$ cat config.mk
export PLATFORM = sky130hd
export DESIGN_NAME = epi_core
export DESIGN_NICKNAME = d
export VERILOG_FILES = /design/src/hw/epi_pkg.sv /design/src/hw/epi_pin_sync.sv /design/src/hw/epi_edge_flag.sv /design/src/hw/epi_core.sv
export VERILOG_INCLUDE_DIRS = /design/src /design/src/hw
export SDC_FILE = /design/constraint.sdc
export NUM_CORES = 1
export LEC_CHECK = 0
export BUFFER_PORTS_ARGS = -buffer_cell sky130_fd_sc_hd__buf_4
export CAP_MARGIN = 30
export CELL_PAD_IN_SITES_DETAIL_PLACEMENT = 1
export CELL_PAD_IN_SITES_GLOBAL_PLACEMENT = 2
export CORE_ASPECT_RATIO = 1.1
export CORE_MARGIN = 5
export CORE_UTILIZATION = 40
export CTS_BUF_LIST = sky130_fd_sc_hd__clkbuf_4 sky130_fd_sc_hd__clkbuf_8
export CTS_CLUSTER_SIZE = 20
export DETAILED_ROUTE_END_ITERATION = 6
export PLACE_DENSITY_LB_ADDON = 0.1
export REMOVE_ABC_BUFFERS = 1
export SETUP_SLACK_MARGIN = 0.05
export SYNTH_ARGS = -nofsm -noshare
export SYNTH_HDL_FRONTEND = slang
export SYNTH_HIERARCHICAL = 1
export SYNTH_SLANG_ARGS = --single-unit
$ cat constraint.sdc
create_clock -name mclk -period 2.3 [get_ports mclk]
set_input_delay 0.115 -clock mclk [delete_from_list [all_inputs] [get_ports mclk]]
set_output_delay 0.115 -clock mclk [all_outputs]
set_load 0.02 [all_outputs]
$ cat src/hw/epi_map.svh
`ifndef EPI_MAP_SVH
`define EPI_MAP_SVH
// ****************************************
// register offsets
// ****************************************
`define EPI_ADDR_CTRL 8'h88
`define EPI_ADDR_A_EN 8'h96
`define EPI_ADDR_A_FLAG 8'h97
`define EPI_ADDR_B_EN 8'hAE
`define EPI_ADDR_B_FLAG 8'hAF
`define EPI_ADDR_PRIO 8'hB8
`define EPI_ADDR_A_POL 8'h98
`define EPI_ADDR_B_POL 8'h99
`define EPI_ADDR_LATCH 8'h9A
`define EPI_ADDR_ISTAT 8'h9B
`define EPI_ADDR_IMASK 8'h9C
// ****************************************
// field positions
// ****************************************
`define EPI_CTRL_TF_B 7
`define EPI_CTRL_TR_B 6
`define EPI_CTRL_TF_A 5
`define EPI_CTRL_TR_A 4
`define EPI_CTRL_SUM_B 3
`define EPI_CTRL_SUM_A 1
`define EPI_PRIO_A 0
`define EPI_PRIO_B 2
`define EPI_LATCH_A 0
`define EPI_LATCH_B 1
// ****************************************
// reset values
// ****************************************
`define EPI_RST_REG 8'h00
`define EPI_RST_BIT 1'h0
`define EPI_RST_STAT 4'h0
`endif

$ cat src/hw/epi_pkg.sv
`default_nettype none
package epi_pkg;
  // register port request
  typedef struct packed {
    logic [7:0] addr;
    logic [7:0] wrData;
    logic wrStb;
    logic rdStb;
  } epi_bus_s;
  // timer overflow and routine-entry events
  typedef struct packed {
    logic overflowA;
    logic overflowB;
    logic entryA;
    logic entryB;
  } epi_timer_s;
endpackage
`default_nettype wire

$ cat src/hw/epi_pin_sync.sv
`timescale 1ns/1ps
`default_nettype none
`include "epi_map.svh"
module epi_pin_sync (
  // clock and control
  input wire logic mclk,
  input wire logic reset_n,
  input wire logic ce,
  // pin
  input wire logic pin,
  // edges
  output logic rise,
  output logic fall
);
  logic [2:0] shift;
  logic stable;
  logic primed;
  logic agree;
  logic [1:0] fill;

  // three-stage synchroniser, stage 0 feeds only stage 1
  always_ff @(posedge mclk) begin
    if (!reset_n) begin
      shift <= 3'h0;
    end else if (ce) begin
      shift <= {shift[1:0], pin};
    end
  end

  assign agree = (shift[1] == shift[2]);

  // counts the stages loaded since reset, so reset zeros never pass as a pin level
  always_ff @(posedge mclk) begin
    if (!reset_n) begin
      fill <= 2'h0;
    end else if (ce && (fill != 2'h3)) begin
      fill <= fill + 2'h1;
    end
  end

  // settled level; baseline taken only once every stage holds a real pin sample
  always_ff @(posedge mclk) begin
    if (!reset_n) begin
      stable <= `EPI_RST_BIT;
      primed <= `EPI_RST_BIT;
    end else if (ce && agree && (fill == 2'h3)) begin
      stable <= shift[2];
      primed <= 1'h1;
    end
  end

  // one-cycle edge pulses
  assign rise = ce && primed && agree && shift[2] && !stable;
  assign fall = ce && primed && agree && !shift[2] && stable;
endmodule
`default_nettype wire

$ cat src/hw/epi_edge_flag.sv
`timescale 1ns/1ps
`default_nettype none
`include "epi_map.svh"
module epi_edge_flag (
  // clock and control
  input wire logic mclk,
  input wire logic reset_n,
  input wire logic ce,
  // set and clear
  input wire logic setPulse,
  input wire logic clrPulse,
  // latched flag
  output logic flag
);
  // set wins over a clear in the same cycle
  always_ff @(posedge mclk) begin
    if (!reset_n) begin
      flag <= `EPI_RST_BIT;
    end else if (ce) begin
      if (setPulse) begin
        flag <= 1'h1;
      end else if (clrPulse) begin
        flag <= 1'h0;
      end
    end
  end
endmodule
`default_nettype wire

$ cat src/hw/epi_core.sv
`timescale 1ns/1ps
`default_nettype none
`include "epi_map.svh"
module epi_core #(
  parameter int NA = 4,
  parameter int NB = 6
) (
  // clock, reset, enable
  input wire logic mclk,
  input wire logic reset_n,
  input wire logic ce,
  // register port
  input wire epi_pkg::epi_bus_s bus,
  output logic [7:0] rdData,
  // pins
  input wire logic [NA-1:0] pinsA,
  input wire logic [NB-1:0] pinsB,
  // timer events
  input wire epi_pkg::epi_timer_s timerEv,
  // cpu request lines and priorities
  output logic extIrqA,
  output logic extIrqB,
  output logic extIrqAPriority,
  output logic extIrqBPriority,
  // timer run controls
  output logic timerARun,
  output logic timerBRun,
  // summary interrupt
  output logic irq
);
  // ****************************************
  // declarations
  // ****************************************
  logic [NA-1:0] enA;
  logic [NB-1:0] enB;
  logic [NA-1:0] polA;
  logic [NB-1:0] polB;
  logic [NA-1:0] flagsA;
  logic [NB-1:0] flagsB;
  logic [NA-1:0] setA;
  logic [NB-1:0] setB;
  logic [NA-1:0] riseA;
  logic [NA-1:0] fallA;
  logic [NB-1:0] riseB;
  logic [NB-1:0] fallB;
  logic tfA;
  logic tfB;
  logic [3:0] istat;
  logic [3:0] imask;
  logic [3:0] events;
  logic reqA;
  logic reqB;
  logic sumA;
  logic sumB;
  logic wrCtrl;
  logic wrEnA;
  logic wrFlagA;
  logic wrEnB;
  logic wrFlagB;
  logic wrPolA;
  logic wrPolB;
  logic wrPrio;
  logic wrLatch;
  logic wrIstat;
  logic wrImask;
  logic [7:0] next_rdData;

  // ****************************************
  // address decode
  // ****************************************
  // write strobes, all frozen with the clock enable
  assign wrCtrl = ce && bus.wrStb && (bus.addr == `EPI_ADDR_CTRL);
  assign wrEnA = ce && bus.wrStb && (bus.addr == `EPI_ADDR_A_EN);
  assign wrFlagA = ce && bus.wrStb && (bus.addr == `EPI_ADDR_A_FLAG);
  assign wrEnB = ce && bus.wrStb && (bus.addr == `EPI_ADDR_B_EN);
  assign wrFlagB = ce && bus.wrStb && (bus.addr == `EPI_ADDR_B_FLAG);
  assign wrPolA = ce && bus.wrStb && (bus.addr == `EPI_ADDR_A_POL);
  assign wrPolB = ce && bus.wrStb && (bus.addr == `EPI_ADDR_B_POL);
  assign wrPrio = ce && bus.wrStb && (bus.addr == `EPI_ADDR_PRIO);
  assign wrLatch = ce && bus.wrStb && (bus.addr == `EPI_ADDR_LATCH);
  assign wrIstat = ce && bus.wrStb && (bus.addr == `EPI_ADDR_ISTAT);
  assign wrImask = ce && bus.wrStb && (bus.addr == `EPI_ADDR_IMASK);

  // ****************************************
  // configuration registers
  // ****************************************
  // enables and edge polarities, zero after reset
  always_ff @(posedge mclk) begin
    if (!reset_n) begin
      enA <= NA'(`EPI_RST_REG);
      enB <= NB'(`EPI_RST_REG);
      polA <= NA'(`EPI_RST_REG);
      polB <= NB'(`EPI_RST_REG);
    end else begin
      if (wrEnA) begin
        enA <= bus.wrData[NA-1:0];
      end
      if (wrEnB) begin
        enB <= bus.wrData[NB-1:0];
      end
      if (wrPolA) begin
        polA <= bus.wrData[NA-1:0];
      end
      if (wrPolB) begin
        polB <= bus.wrData[NB-1:0];
      end
    end
  end

  // priority bits of the two request lines
  always_ff @(posedge mclk) begin
    if (!reset_n) begin
      extIrqAPriority <= `EPI_RST_BIT;
      extIrqBPriority <= `EPI_RST_BIT;
    end else if (wrPrio) begin
      extIrqAPriority <= bus.wrData[`EPI_PRIO_A];
      extIrqBPriority <= bus.wrData[`EPI_PRIO_B];
    end
  end

  // ****************************************
  // pin edge detection and flags
  // ****************************************
  // one synchroniser and flag per group A pin
  for (genvar i = 0; i < NA; i++) begin : gA
    epi_pin_sync uSync (
      .mclk(mclk),
      .reset_n(reset_n),
      .ce(ce),
      .pin(pinsA[i]),
      .rise(riseA[i]),
      .fall(fallA[i])
    );
    // polarity bit high selects rising edge
    assign setA[i] = polA[i] ? riseA[i] : fallA[i];
    epi_edge_flag uFlag (
      .mclk(mclk),
      .reset_n(reset_n),
      .ce(ce),
      .setPulse(setA[i]),
      .clrPulse(wrFlagA && !bus.wrData[i]),
      .flag(flagsA[i])
    );
  end

  // one synchroniser and flag per group B pin
  for (genvar j = 0; j < NB; j++) begin : gB
    epi_pin_sync uSync (
      .mclk(mclk),
      .reset_n(reset_n),
      .ce(ce),
      .pin(pinsB[j]),
      .rise(riseB[j]),
      .fall(fallB[j])
    );
    // polarity clear after reset gives falling edge
    assign setB[j] = polB[j] ? riseB[j] : fallB[j];
    epi_edge_flag uFlag (
      .mclk(mclk),
      .reset_n(reset_n),
      .ce(ce),
      .setPulse(setB[j]),
      .clrPulse(wrFlagB && !bus.wrData[j]),
      .flag(flagsB[j])
    );
  end

  // ****************************************
  // group requests
  // ****************************************
  // summary mirrors all flags, request only enabled ones
  assign sumA = |flagsA;
  assign sumB = |flagsB;
  assign reqA = |(flagsA & enA);
  assign reqB = |(flagsB & enB);

  // latched request lines; a live request wins over a clear in the same cycle
  always_ff @(posedge mclk) begin
    if (!reset_n) begin
      extIrqA <= `EPI_RST_BIT;
      extIrqB <= `EPI_RST_BIT;
    end else if (ce) begin
      if (reqA) begin
        extIrqA <= 1'h1;
      end else if (wrLatch && bus.wrData[`EPI_LATCH_A]) begin
        extIrqA <= 1'h0;
      end
      if (reqB) begin
        extIrqB <= 1'h1;
      end else if (wrLatch && bus.wrData[`EPI_LATCH_B]) begin
        extIrqB <= 1'h0;
      end
    end
  end

  // ****************************************
  // timer flags and run bits
  // ****************************************
  // overflow sets, routine entry clears, set wins
  always_ff @(posedge mclk) begin
    if (!reset_n) begin
      tfA <= `EPI_RST_BIT;
      tfB <= `EPI_RST_BIT;
    end else if (ce) begin
      if (timerEv.overflowA) begin
        tfA <= 1'h1;
      end else if (timerEv.entryA) begin
        tfA <= 1'h0;
      end
      if (timerEv.overflowB) begin
        tfB <= 1'h1;
      end else if (timerEv.entryB) begin
        tfB <= 1'h0;
      end
    end
  end

  // run bits are the only writable control fields
  always_ff @(posedge mclk) begin
    if (!reset_n) begin
      timerARun <= `EPI_RST_BIT;
      timerBRun <= `EPI_RST_BIT;
    end else if (wrCtrl) begin
      timerARun <= bus.wrData[`EPI_CTRL_TR_A];
      timerBRun <= bus.wrData[`EPI_CTRL_TR_B];
    end
  end

  // ****************************************
  // interrupt status and mask
  // ****************************************
  // events: pin A edge, pin B edge, timer A, timer B overflow
  assign events = {timerEv.overflowB, timerEv.overflowA, |setB, |setA};

  // sticky status, write one to clear, set wins
  always_ff @(posedge mclk) begin
    if (!reset_n) begin
      istat <= `EPI_RST_STAT;
      imask <= `EPI_RST_STAT;
    end else if (ce) begin
      istat <= (istat & ~(wrIstat ? bus.wrData[3:0] : 4'h0)) | events;
      if (wrImask) begin
        imask <= bus.wrData[3:0];
      end
    end
  end

  // level interrupt while an unmasked status bit is set
  always_ff @(posedge mclk) begin
    if (!reset_n) begin
      irq <= `EPI_RST_BIT;
    end else if (ce) begin
      irq <= |(istat & imask);
    end
  end

  // ****************************************
  // read path
  // ****************************************
  // read mux, unmapped addresses return zero
  always_comb begin
    next_rdData = 8'h00;
    unique case (bus.addr)
      `EPI_ADDR_CTRL: begin
        next_rdData[`EPI_CTRL_TF_B] = tfB;
        next_rdData[`EPI_CTRL_TR_B] = timerBRun;
        next_rdData[`EPI_CTRL_TF_A] = tfA;
        next_rdData[`EPI_CTRL_TR_A] = timerARun;
        next_rdData[`EPI_CTRL_SUM_B] = sumB;
        next_rdData[`EPI_CTRL_SUM_A] = sumA;
      end
      `EPI_ADDR_A_EN: next_rdData = 8'(enA);
      `EPI_ADDR_A_FLAG: next_rdData = 8'(flagsA);
      `EPI_ADDR_B_EN: next_rdData = 8'(enB);
      `EPI_ADDR_B_FLAG: next_rdData = 8'(flagsB);
      `EPI_ADDR_A_POL: next_rdData = 8'(polA);
      `EPI_ADDR_B_POL: next_rdData = 8'(polB);
      `EPI_ADDR_PRIO: begin
        next_rdData[`EPI_PRIO_A] = extIrqAPriority;
        next_rdData[`EPI_PRIO_B] = extIrqBPriority;
      end
      `EPI_ADDR_LATCH: begin
        next_rdData[`EPI_LATCH_A] = extIrqA;
        next_rdData[`EPI_LATCH_B] = extIrqB;
      end
      `EPI_ADDR_ISTAT: next_rdData = {4'h0, istat};
      `EPI_ADDR_IMASK: next_rdData = {4'h0, imask};
      default: next_rdData = 8'h00;
    endcase
  end

  // read data stand only in the cycle after the strobe
  always_ff @(posedge mclk) begin
    if (!reset_n) begin
      rdData <= `EPI_RST_REG;
    end else if (ce) begin
      rdData <= bus.rdStb ? next_rdData : 8'h00;
    end
  end
endmodule
`default_nettype wire

==> results of run 1 <==
## cells in the mapped netlist, types with 2 or more instances
master / count
dfxtp_1: 125
nor2b_1: 73
mux2i_1: 72
nor2_1: 51
nand2_1: 45
nand4_1: 26
xor2_1: 20
buf_2: 14
clkbuf_1: 14
mux2_2: 13
nand3_1: 13
o21ai_0: 13
o21a_1: 12
a22oi_1: 11
and2_1: 11
and3_1: 11
buf_6: 11
nand4b_1: 11
a21boi_0: 10
a21boi_1: 10
a31o_1: 10
and2b_4: 10
ha_1: 10
o31ai_1: 10
inv_1: 6
a21oi_1: 5
nand2b_1: 5
a31oi_1: 4
nor4_1: 4
a221oi_1: 3
a2bb2oi_1: 3
o41ai_1: 3
a32oi_1: 2
and4_1: 2
nor3_1: 2
nor4_4: 2
## state kept, by name (all words and copies together) (netlist names), 8 cells and up
| signal | count |
|---|---|
| gB.uSync/shift | 18 |
| gA.uSync/shift | 12 |
| gB.uSync/fill | 12 |
| gA.uSync/fill | 8 |
| rdData | 8 |
## worst min-delay path: cells and delay by family
kind                   cells  cell delay (ns)
buffers and inverters      1             0.11
AND/OR/NAND/NOR            1             0.09
AO/OA/AOI/OAI              1             0.09
## cell usage in the layout (no fill, tap or decap), drive strengths merged, types with 2 or more instances in the layout
cell type and n:
ha 10, a22oi 11, a31o 10, clkbuf 24, o31ai 10, dfxtp 125, mux2i 72, nor4 7
a32oi 2, o21ai 13, a31oi 4, o41ai 3, a21boi 20, a21oi 5, clkinv 3, nor3 3
nand4 26, nor2b 73, inv 6, nor2 52, nand4b 11, buf 68, dlygate4sd3 17, nand2 46
nand2b 5, and3 11, bufinv 3, xor2 20, mux2 13, nand3 13, o21a 12, and2b 10
a221oi 3, a2bb2oi 3, and2 11, and4 2
## layer usage
metal | routed length, um | GRT usage, % | up-vias
li1 | - | - | 2514
met1 | 7590 | 23.6 | 2506
met2 | 8140 | 31.0 | 71
met3 | 568 | 3.95 | 20
met4 | 218 | 5.69 | 0
met5 | 0 | 0 | -
## report_power, final
group | total [mW] | switching, mW | internal [mW]
registers | 2.29 | 0.0533 | 2.23
clock network | 2.04 | 0.861 | 1.18
logic | 0.449 | 0.225 | 0.224
## stage by stage
stage	utilization (%)	std cells
floorplan	-	628
global placement	43.9	896
detailed placement	43.9	896
CTS	47.6	944
global route	47.6	944
finish	47.6	944
## kinds of logic after synthesis
kind of cell | count (synthesis) | share of synthesized area [%]
DFF | 125 | 39.6
buffers and inverters | 46 | 4.33
adders and majority gates | 10 | 1.98
AOI/OAI and AO/OA | 105 | 12.3
xor gates and xnor gates | 20 | 2.77
muxes | 85 | 13.7
and+or+nand+nor | 277 | 25.4
## area by class of cell
cell class                 instances  area [um^2]  share of cell area [%]
multi-input combinational        497         3550                    47.7
sequential                       125         2500                    33.6
inverter                           6         22.5                   0.303
clock buffer                      24          299                    4.02
timing repair buffer              85          706                    9.49
tap                              200          250                    3.36
clock inverter                     7          113                    1.51
## how the worst max path moves through the flow
| stage | to | slack (ns) |
|---|---|---|
| finish | istat[1] | 0.64 |
| global route | istat[1] | 0.47 |
| CTS | istat[1] | 0.60 |
| detailed placement | extIrqBPriority | 0.35 |
| global placement | extIrqAPriority | 0.36 |
| floorplan | extIrqAPriority | 0.60 |
## what timing repair did
action	in CTS	in global routing
setup buffers	0	0
hold buffers	17	0
hold endpoints to repair	21	0
==> impl_metrics.toml, run 1 <==
[sta]
clock.fmax_mhz = 601
setup_viol_count_final = 0
rsz0062_at_grt = "false"
period_minus_slack_ns = 1.66
clock_skew_ns = 0.00985
holdWs_ns = 0.0223
fin_crit_sh_pct = 72.3
finalHoldViolCount = 0
setup_ws_ns = 0.636
maxSlewViolCount = 0
worst_slew_pin_slew_ns = 0.626
fin_tns_setup_ns = 0
slew_headroom_pct = 57.9

[run_status]
outcome = "completed"

[routing]
drt_iter0_markers = 231
routed_wl_mm = 16.5
ant_nets = 0
firstDrtPassIters = 4
wl_per_cell_um = 17.5
drc_errors = 0
vias_per_cell = 5.41
via_count = 5111

[finish]
fin_area_um2 = 7440
fill_cells = 1778
area_growth_syn_to_layout_pct = 17.7
diodes = 0
nets = 777
layout-drive-gt1-share_pct = 17.5

[worst_setup_path]
crit-reg2reg-launch = "gB[0].uSync/shift[2]"
ff2ff_setup_slack_ns = 0.64
crit_start = "gB[0].uSync/shift[2]"
crit_path_top_delay_cell = "dfxtp_1"
cp.buffers_inverters = 0
endpoint_kind = "flop"
crit_type = "flop to flop"
r2r_cells = 6
path_max_fanout = 6
crit_arrival_ns = 1.99
worstPathRequired_ns = 2.63
critPathLaunchType = "flop"
cp.depth = 6
path_cells = "nand4b_1 -> nor2_1 -> mux2_2 -> nor4_1 -> a21boi_0 -> o21a_1"
r2r-end = "istat[1]"
critical-path-top-delay-family = "simple AND/OR/NAND/NOR gates"
critical-path-max-stage-delay_ns = 0.44

[logic_synthesis]
synth-main-ff-cell = "dfxtp_1"
ys_types = 57
synth_edf_count = 0
ys_warn_count = 6
synth.top_cell.area_share_pct = 39.6
synthArstFlopShare_pct = 0
netlist.top_cell.by_area = "dfxtp_1"
postSynthCellCount = 668
synth_area_um2 = 6320
ys_ff_latch = 125
syn_avg_cell_area_um2 = 9.46
ys_top_cells_by_area = "dfxtp_1, mux2i_1, nor2b_1"
ys_seq_area_share_pct = 39.6

[floorplanning]
rows = 48
ioPinCount = 50
start_util_pct = 40.5
die_x_um = 130
die_h_um = 142
core-area_um2 = 15600
dieArea_um2 = 18400

[global_route]
overflow = 0
antenna_found_initial = 0
grt_use_total_pct = 18.4
grt_pass1_wl_mm = 26.9
grt_pass1_vias = 5301
grt_max_degree = 89

[placed_design]
placed_area_um2 = 6860
place.port_buffers = 48
dp_slack_ns = 0.354
hpwl_mm = 11.8
gp_congestion = 0.840

[cts]
clock-sinks = 125
cts_max_level = 4
cts_resized = 0
clkTransAtPathRegs_ns = 0.07
cts_max_path_buffers = 2
insertion_delay_ns = 0.44
cts_tree = "done"
cts_inserted_buffers = 17
cts-root-buf = "clkbuf_8"

[hold_path]
hp-start = "timerEv[3]"
hold_path_class = "input pin to flop"
whs_endpoint = "istat[2]"
hold_depth = 3

[job]
max_cap_violations = 0

[power_and_ir_drop]
p_per_area_nw_per_um2 = 642
ir_worst_vdd_v = 0.000381
leakagePower_nw = 3.02
total_power_mw = 4.77
Power figures use the tool's default switching activity.
==> inputs of run 2 (changes only) <==
--- a/config.mk
+++ b/config.mk
@@ -12,7 +12,7 @@
 export CELL_PAD_IN_SITES_GLOBAL_PLACEMENT = 2
 export CORE_ASPECT_RATIO = 1.1
 export CORE_MARGIN = 5
-export CORE_UTILIZATION = 40
+export CORE_UTILIZATION = 36
 export CTS_BUF_LIST = sky130_fd_sc_hd__clkbuf_4 sky130_fd_sc_hd__clkbuf_8
 export CTS_CLUSTER_SIZE = 20
 export DETAILED_ROUTE_END_ITERATION = 6
==> constraint.sdc (replaced) <==
create_clock -name mclk -period 1.4 [get_ports mclk]
set_input_delay 0.07 -clock mclk [delete_from_list [all_inputs] [get_ports mclk]]
set_output_delay 0.07 -clock mclk [all_outputs]
set_load 0.02 [all_outputs]
==> run 2 against run 1 <==
The flow now finishes with violations (setup timing). Worst setup slack got worse by 0.66 ns. Final area increased by 9.9%. Core utilization increased by 0.057 points. Power increased by 60%. Final cell count increased by 12%. Critical endpoint unchanged. Largest power group unchanged. Highest routed layer unchanged.
==> impl_metrics.toml, run 2 (synthesis results as in run 1) <==
[worst_setup_path]
path_cells = "nand4b_1 -> nor2_1 -> mux2_4 -> nor4_4 -> a21boi_2 -> o21a_1"
worstPathRequired_ns = 1.72
crit_path_top_delay_cell = "dfxtp_2"
crit_arrival_ns = 1.75
critPathLaunchType = "flop"
crit_type = "flop to flop"
path_max_fanout = 3
endpoint_kind = "flop"
critical-path-max-stage-delay_ns = 0.34

[global_route]
grt_pass1_vias = 5700
grt_use_total_pct = 18.7
grt_max_degree = 61
grt_pass1_wl_mm = 30.2
overflow = 0
antenna_found_initial = 0

[sta]
clock_skew_ns = 0.00811
setup_viol_count_final = 1
setup_ws_ns = -0.0241
rsz0062_at_grt = "true"
period_minus_slack_ns = 1.42
slew_headroom_pct = 74.1
maxSlewViolCount = 0
worst_slew_pin_slew_ns = 0.386
finalHoldViolCount = 0
fin_crit_sh_pct = 102
clock.fmax_mhz = 702

[placed_design]
placed_area_um2 = 7490
place_inst = 1005
place.port_buffers = 48
gp_congestion = 0.853
hpwl_mm = 13.8

[cts]
clkTransAtPathRegs_ns = 0.07
cts-root-buf = "clkbuf_8"
cts_max_path_buffers = 2
clock-sinks = 125
cts_max_level = 4
cts_tree = "done"
insertion_delay_ns = 0.43
cts_inserted_buffers = 17

[routing]
ant_nets = 0
dr_wl_met3_um = 484
drc_errors = 0
via_count = 5420
drt_iter0_markers = 211
vias_per_cell = 5.14
route.met2.wl_mm = 8.95
wl_per_cell_um = 17.4
highest_layer = "met4"
routed_wl_mm = 18.3
met1_length_mm = 8.49
firstDrtPassIters = 4

[hold_path]
hold_path_class = "input pin to flop"

[finish]
final_cells = 1055
layout_common_cells = "buf_4, dfxtp_1, nor2b_1, mux2i_1, nor2_1"
largest_registers = "gB.uSync/shift (18), gA.uSync/shift (12), gB.uSync/fill (12)"
area_growth_syn_to_layout_pct = 29.3
nets = 854
diodes = 0
layout-drive-gt1-share_pct = 28.3
largest_register_ffs = 18
final_common_cell = "buf_4"
fin_area_um2 = 8180
regMostFlops = "gB.uSync/shift"

[floorplanning]
dieArea_um2 = 20300
die_h_um = 149
start_util_pct = 36.9
rows = 50
core-area_um2 = 17100
die_x_um = 136
ioPinCount = 50

[power_and_ir_drop]
p_per_area_nw_per_um2 = 933
leakagePower_nw = 3.45
ir_worst_vdd_v = 0.000498
total_power_mw = 7.63

[run_status]
violations = "setup timing"
outcome = "finished with violations"

[job]
max_cap_violations = 0
[run 2: cell types whose count changed in the layout (fill, tap and decap cells not counted), moves of 3 or more]
cell and change:
buf_4 +73, dfxtp_1 -15, dfxtp_2 +15, mux2_2 -5, mux2_4 +5, a21boi_0 -3
[run 2: power by group]
part           switching, mW  total, mW  internal (mW)
registers             0.0729       3.74           3.67
logic                  0.417      0.866          0.449
clock network           1.39       3.02           1.63
[run 2: final timing paths]
kind / from / to / slack [ns] / depth (start not counted)
worst max-delay path: gB[3].uSync/shift[2] / istat[1] / -0.02 / 6
worst min-delay path: reset_n / gA[3].uSync/primed / 0.03 / 2
worst max register to register: gB[3].uSync/shift[2] / istat[1] / -0.02 / 6
worst min register to register: rdData[4] / rdData[4] / 0.47 / 2
[run 2: metal layers]
metal | global-route usage, % | up-vias
met4 | 6.65 | 0
li1 | - | 2661
met5 | 0 | -
met3 | 2.77 | 25
met2 | 31.6 | 79
met1 | 24.0 | 2655
[run 2: final cells by class]
cell class | count | area (um^2)
Inverter | 6 | 22.5
Clock inverter | 7 | 62.6
Sequential cell | 125 | 2520
Multi-Input combinational cell | 497 | 3650
Tap cell | 234 | 293
Fill cell | 1989 | 8970
Timing Repair Buffer | 162 | 1320
Clock buffer | 24 | 312
[run 2: critical path, delay by kind of cell (launching register included)]
family,cells,cell delay [ns]
compound gates,2,0.26
mux,1,0.28
simple gates,3,0.44
flops,1,0.34
[run 2: timing repair]
item                                   CTS  global route
hold buffers                            18             0
resized for setup                       19            20
setup endpoints to repair                4             9
endpoints found under the hold margin   23             0
pin swaps                                6             6
buffers inserted                         1             0
[run 2: through the flow]
| step | setup slack [ns] | hold WS [ns] | utilization (%) | setup TNS (ns) |
|---|---|---|---|---|
| floorplan | -0.259 | 0.170 | - | -4.31 |
| global placement | -0.328 | 0.328 | 43.7 | -8.89 |
| detailed placement | -0.341 | 0.335 | 43.7 | -9.54 |
| CTS | -0.0429 | 0.00676 | 47.3 | -0.0429 |
| global route | -0.0660 | 0.0179 | 47.7 | -0.0660 |
| finish | -0.0241 | 0.0302 | 47.7 | -0.0241 |
==> inputs of run 3 (changes only) <==
--- a/config.mk
+++ b/config.mk
@@ -12,10 +12,11 @@
 export CELL_PAD_IN_SITES_GLOBAL_PLACEMENT = 2
 export CORE_ASPECT_RATIO = 1.1
 export CORE_MARGIN = 5
-export CORE_UTILIZATION = 36
+export CORE_UTILIZATION = 40
 export CTS_BUF_LIST = sky130_fd_sc_hd__clkbuf_4 sky130_fd_sc_hd__clkbuf_8
 export CTS_CLUSTER_SIZE = 20
 export DETAILED_ROUTE_END_ITERATION = 6
+export GPL_TIMING_DRIVEN = 0
 export PLACE_DENSITY_LB_ADDON = 0.1
 export REMOVE_ABC_BUFFERS = 1
 export SETUP_SLACK_MARGIN = 0.05
==> constraint.sdc (replaced) <==
create_clock -name mclk -period 1.54 [get_ports mclk]
set_input_delay 0.077 -clock mclk [delete_from_list [all_inputs] [get_ports mclk]]
set_output_delay 0.077 -clock mclk [all_outputs]
set_load 0.02 [all_outputs]
==> run 3 against run 2 <==
The run now ends clean. Clock power up 4%. Largest cell class unchanged. First-iteration DRC count up 45%. Wire length down 13%. Combinational power down 23%. Clock-buffer cell count down 5. Core utilization up 0.51 points. Worst hold slack better by 0.0015 ns. Largest power group unchanged. Worst setup slack better by 0.12 ns. Highest routed layer unchanged.
==> impl_metrics.toml, run 3 (synthesis results as in run 1) <==
[run_status]
outcome = "completed"

[sta]
clock.fmax_mhz = 691
holdWs_ns = 0.0317
setup_ws_ns = 0.0921
fin_tns_setup_ns = 0
slew_headroom_pct = 58.7
finalHoldViolCount = 0
worst_slew_pin_slew_ns = 0.614
period_minus_slack_ns = 1.45
maxSlewViolCount = 0
fin_crit_sh_pct = 94.0
clock_skew_ns = 0.00849
rsz0062_at_grt = "true"
setup_viol_count_final = 0

[worst_setup_path]
crit_path_top_delay_cell = "dfxtp_4"
cp.buffers_inverters = 0
worstPathRequired_ns = 1.88
path_cells = "nand4b_1 -> nor2_1 -> mux2_4 -> nor4_4 -> a21boi_1 -> o21a_1"
critPathLaunchType = "flop"
endpoint_kind = "flop"
critical-path-max-stage-delay_ns = 0.35
crit_type = "flop to flop"
crit_arrival_ns = 1.79
path_max_fanout = 3
critical-path-top-delay-family = "simple AND/OR/NAND/NOR gates"

[routing]
drt_iter0_markers = 306
vias_per_cell = 5.38
routed_wl_mm = 15.9
drc_errors = 0
wl_per_cell_um = 16.9
ant_nets = 0
via_count = 5040
firstDrtPassIters = 7

[global_route]
antenna_found_initial = 0
met1_usage_pct = 23.3
grt_pass1_vias = 5199
met3_usage_pct = 4.22
grt_max_degree = 80
grtUsageMet2_pct = 29.1
overflow = 0
grt_pass1_wl_mm = 26.2
grt_use_total_pct = 17.8
busiest_layer = "met2"

[floorplanning]
ioPinCount = 50
die_x_um = 130
rows = 48
core-area_um2 = 15600
die_h_um = 142
start_util_pct = 40.5
dieArea_um2 = 18400

[finish]
regMostFlops = "gB.uSync/shift"
final_common_cell = "dfxtp_1"
diodes = 0
largest_register_ffs = 18
nets = 770
layout-drive-gt1-share_pct = 18.7
area_growth_syn_to_layout_pct = 19.1
fin_util_pct = 48.2
layout_common_cells = "dfxtp_1, nor2b_1, mux2i_1, buf_4, nor2_1"
largest_registers = "gB.uSync/shift (18), gA.uSync/shift (12), gB.uSync/fill (12)"

[job]
max_cap_violations = 0

[cts]
cts_max_path_buffers = 2
cts-root-buf = "clkbuf_8"
insertion_delay_ns = 0.44
cts_max_level = 4
clkTransAtPathRegs_ns = 0.07
cts_inserted_buffers = 17
clock-sinks = 125
cts_tree = "done"

[power_and_ir_drop]
leakagePower_nw = 3.03
switching_share_pct = 23.9
intPower_mw = 5.49
seqPwrFrac_pct = 47.2
power.share.clock_pct = 43.5
combinationalPowerShare_pct = 9.2
net-switching-power_mw = 1.72
p_per_area_nw_per_um2 = 957
ir_worst_vdd_v = 0.000622

[hold_path]
hold_path_class = "input pin to flop"

[placed_design]
gp_congestion = 0.846
hpwl_mm = 10.9
dp_slack_ns = -0.998
place.port_buffers = 48
-- run 3: changes by cell type in the layout (fill, tap and decap cells not counted), sizes merged --
cell,before,now
buf,144,55
clkinv,5,6
bufinv,1,4
clkbuf,24,20
clkinvlp,1,2
dlygate4sd3,18,22
-- run 3: tightest hold or removal path, cell delays in order --
cell and delay, ns:
buf_4 0.17, mux2i_1 0.09, nor2b_1 0.10
-- run 3: area by class of cell --
class	instances	area, um^2
multi-input cells	497	3610
well taps	200	250
inverters	6	22.5
clock buffers	19	262
repair buffers	78	684
clock inverters	12	169
fillers	1763	8090
flip-flops and latches	125	2530
-- run 3: routing by layer --
layer	vias up	part of all wire, %	wire length, um
met2	95	48	7610
met5	-	0	0
met4	0	1.3	209
met3	13	4.4	702
li1	2499	-	-
met1	2433	46	7340
-- run 3: final timing paths --
| kind | start | endpoint | slack (ns) | cells after the start |
|---|---|---|---|---|
| worst min-delay path | bus[2] | extIrqAPriority | 0.03 | 3 |
| worst min register to register | rdData[7] | rdData[7] | 0.48 | 2 |
| worst max-delay path | gB[3].uSync/shift[2] | istat[1] | 0.09 | 6 |
| worst max register to register | gB[3].uSync/shift[2] | istat[1] | 0.09 | 6 |
-- run 3: timing repair --
item / 4_1_cts / 5_1_grt
hold buffers: 22 / 0
gates resized for setup: 22 / 13
endpoints found under the hold margin: 32 / 0
setup buffers: 5 / 0
endpoints found under the setup margin: 39 / 28
cloned: 0 / 0
pin swaps: 4 / 2
-- run 3: power groups by stage --
stage               registers (mW)  logic [mW]  clock network [mW]
floorplan                     3.47       0.317                   0
global placement              3.48       0.571                   0
detailed placement            3.49       0.611                   0
CTS                           3.41       0.670                3.25
global route                  3.42       0.743                3.37
finish                        3.40       0.665                3.14
-- run 3: through the flow --
step	instances	total power, mW	area (um^2)
after floorplan	628	3.79	6070
after global placement	876	4.05	6680
after detailed placement	879	4.10	6740
after CTS	937	7.32	7480
after global routing	937	7.53	7530
final	937	7.20	7530
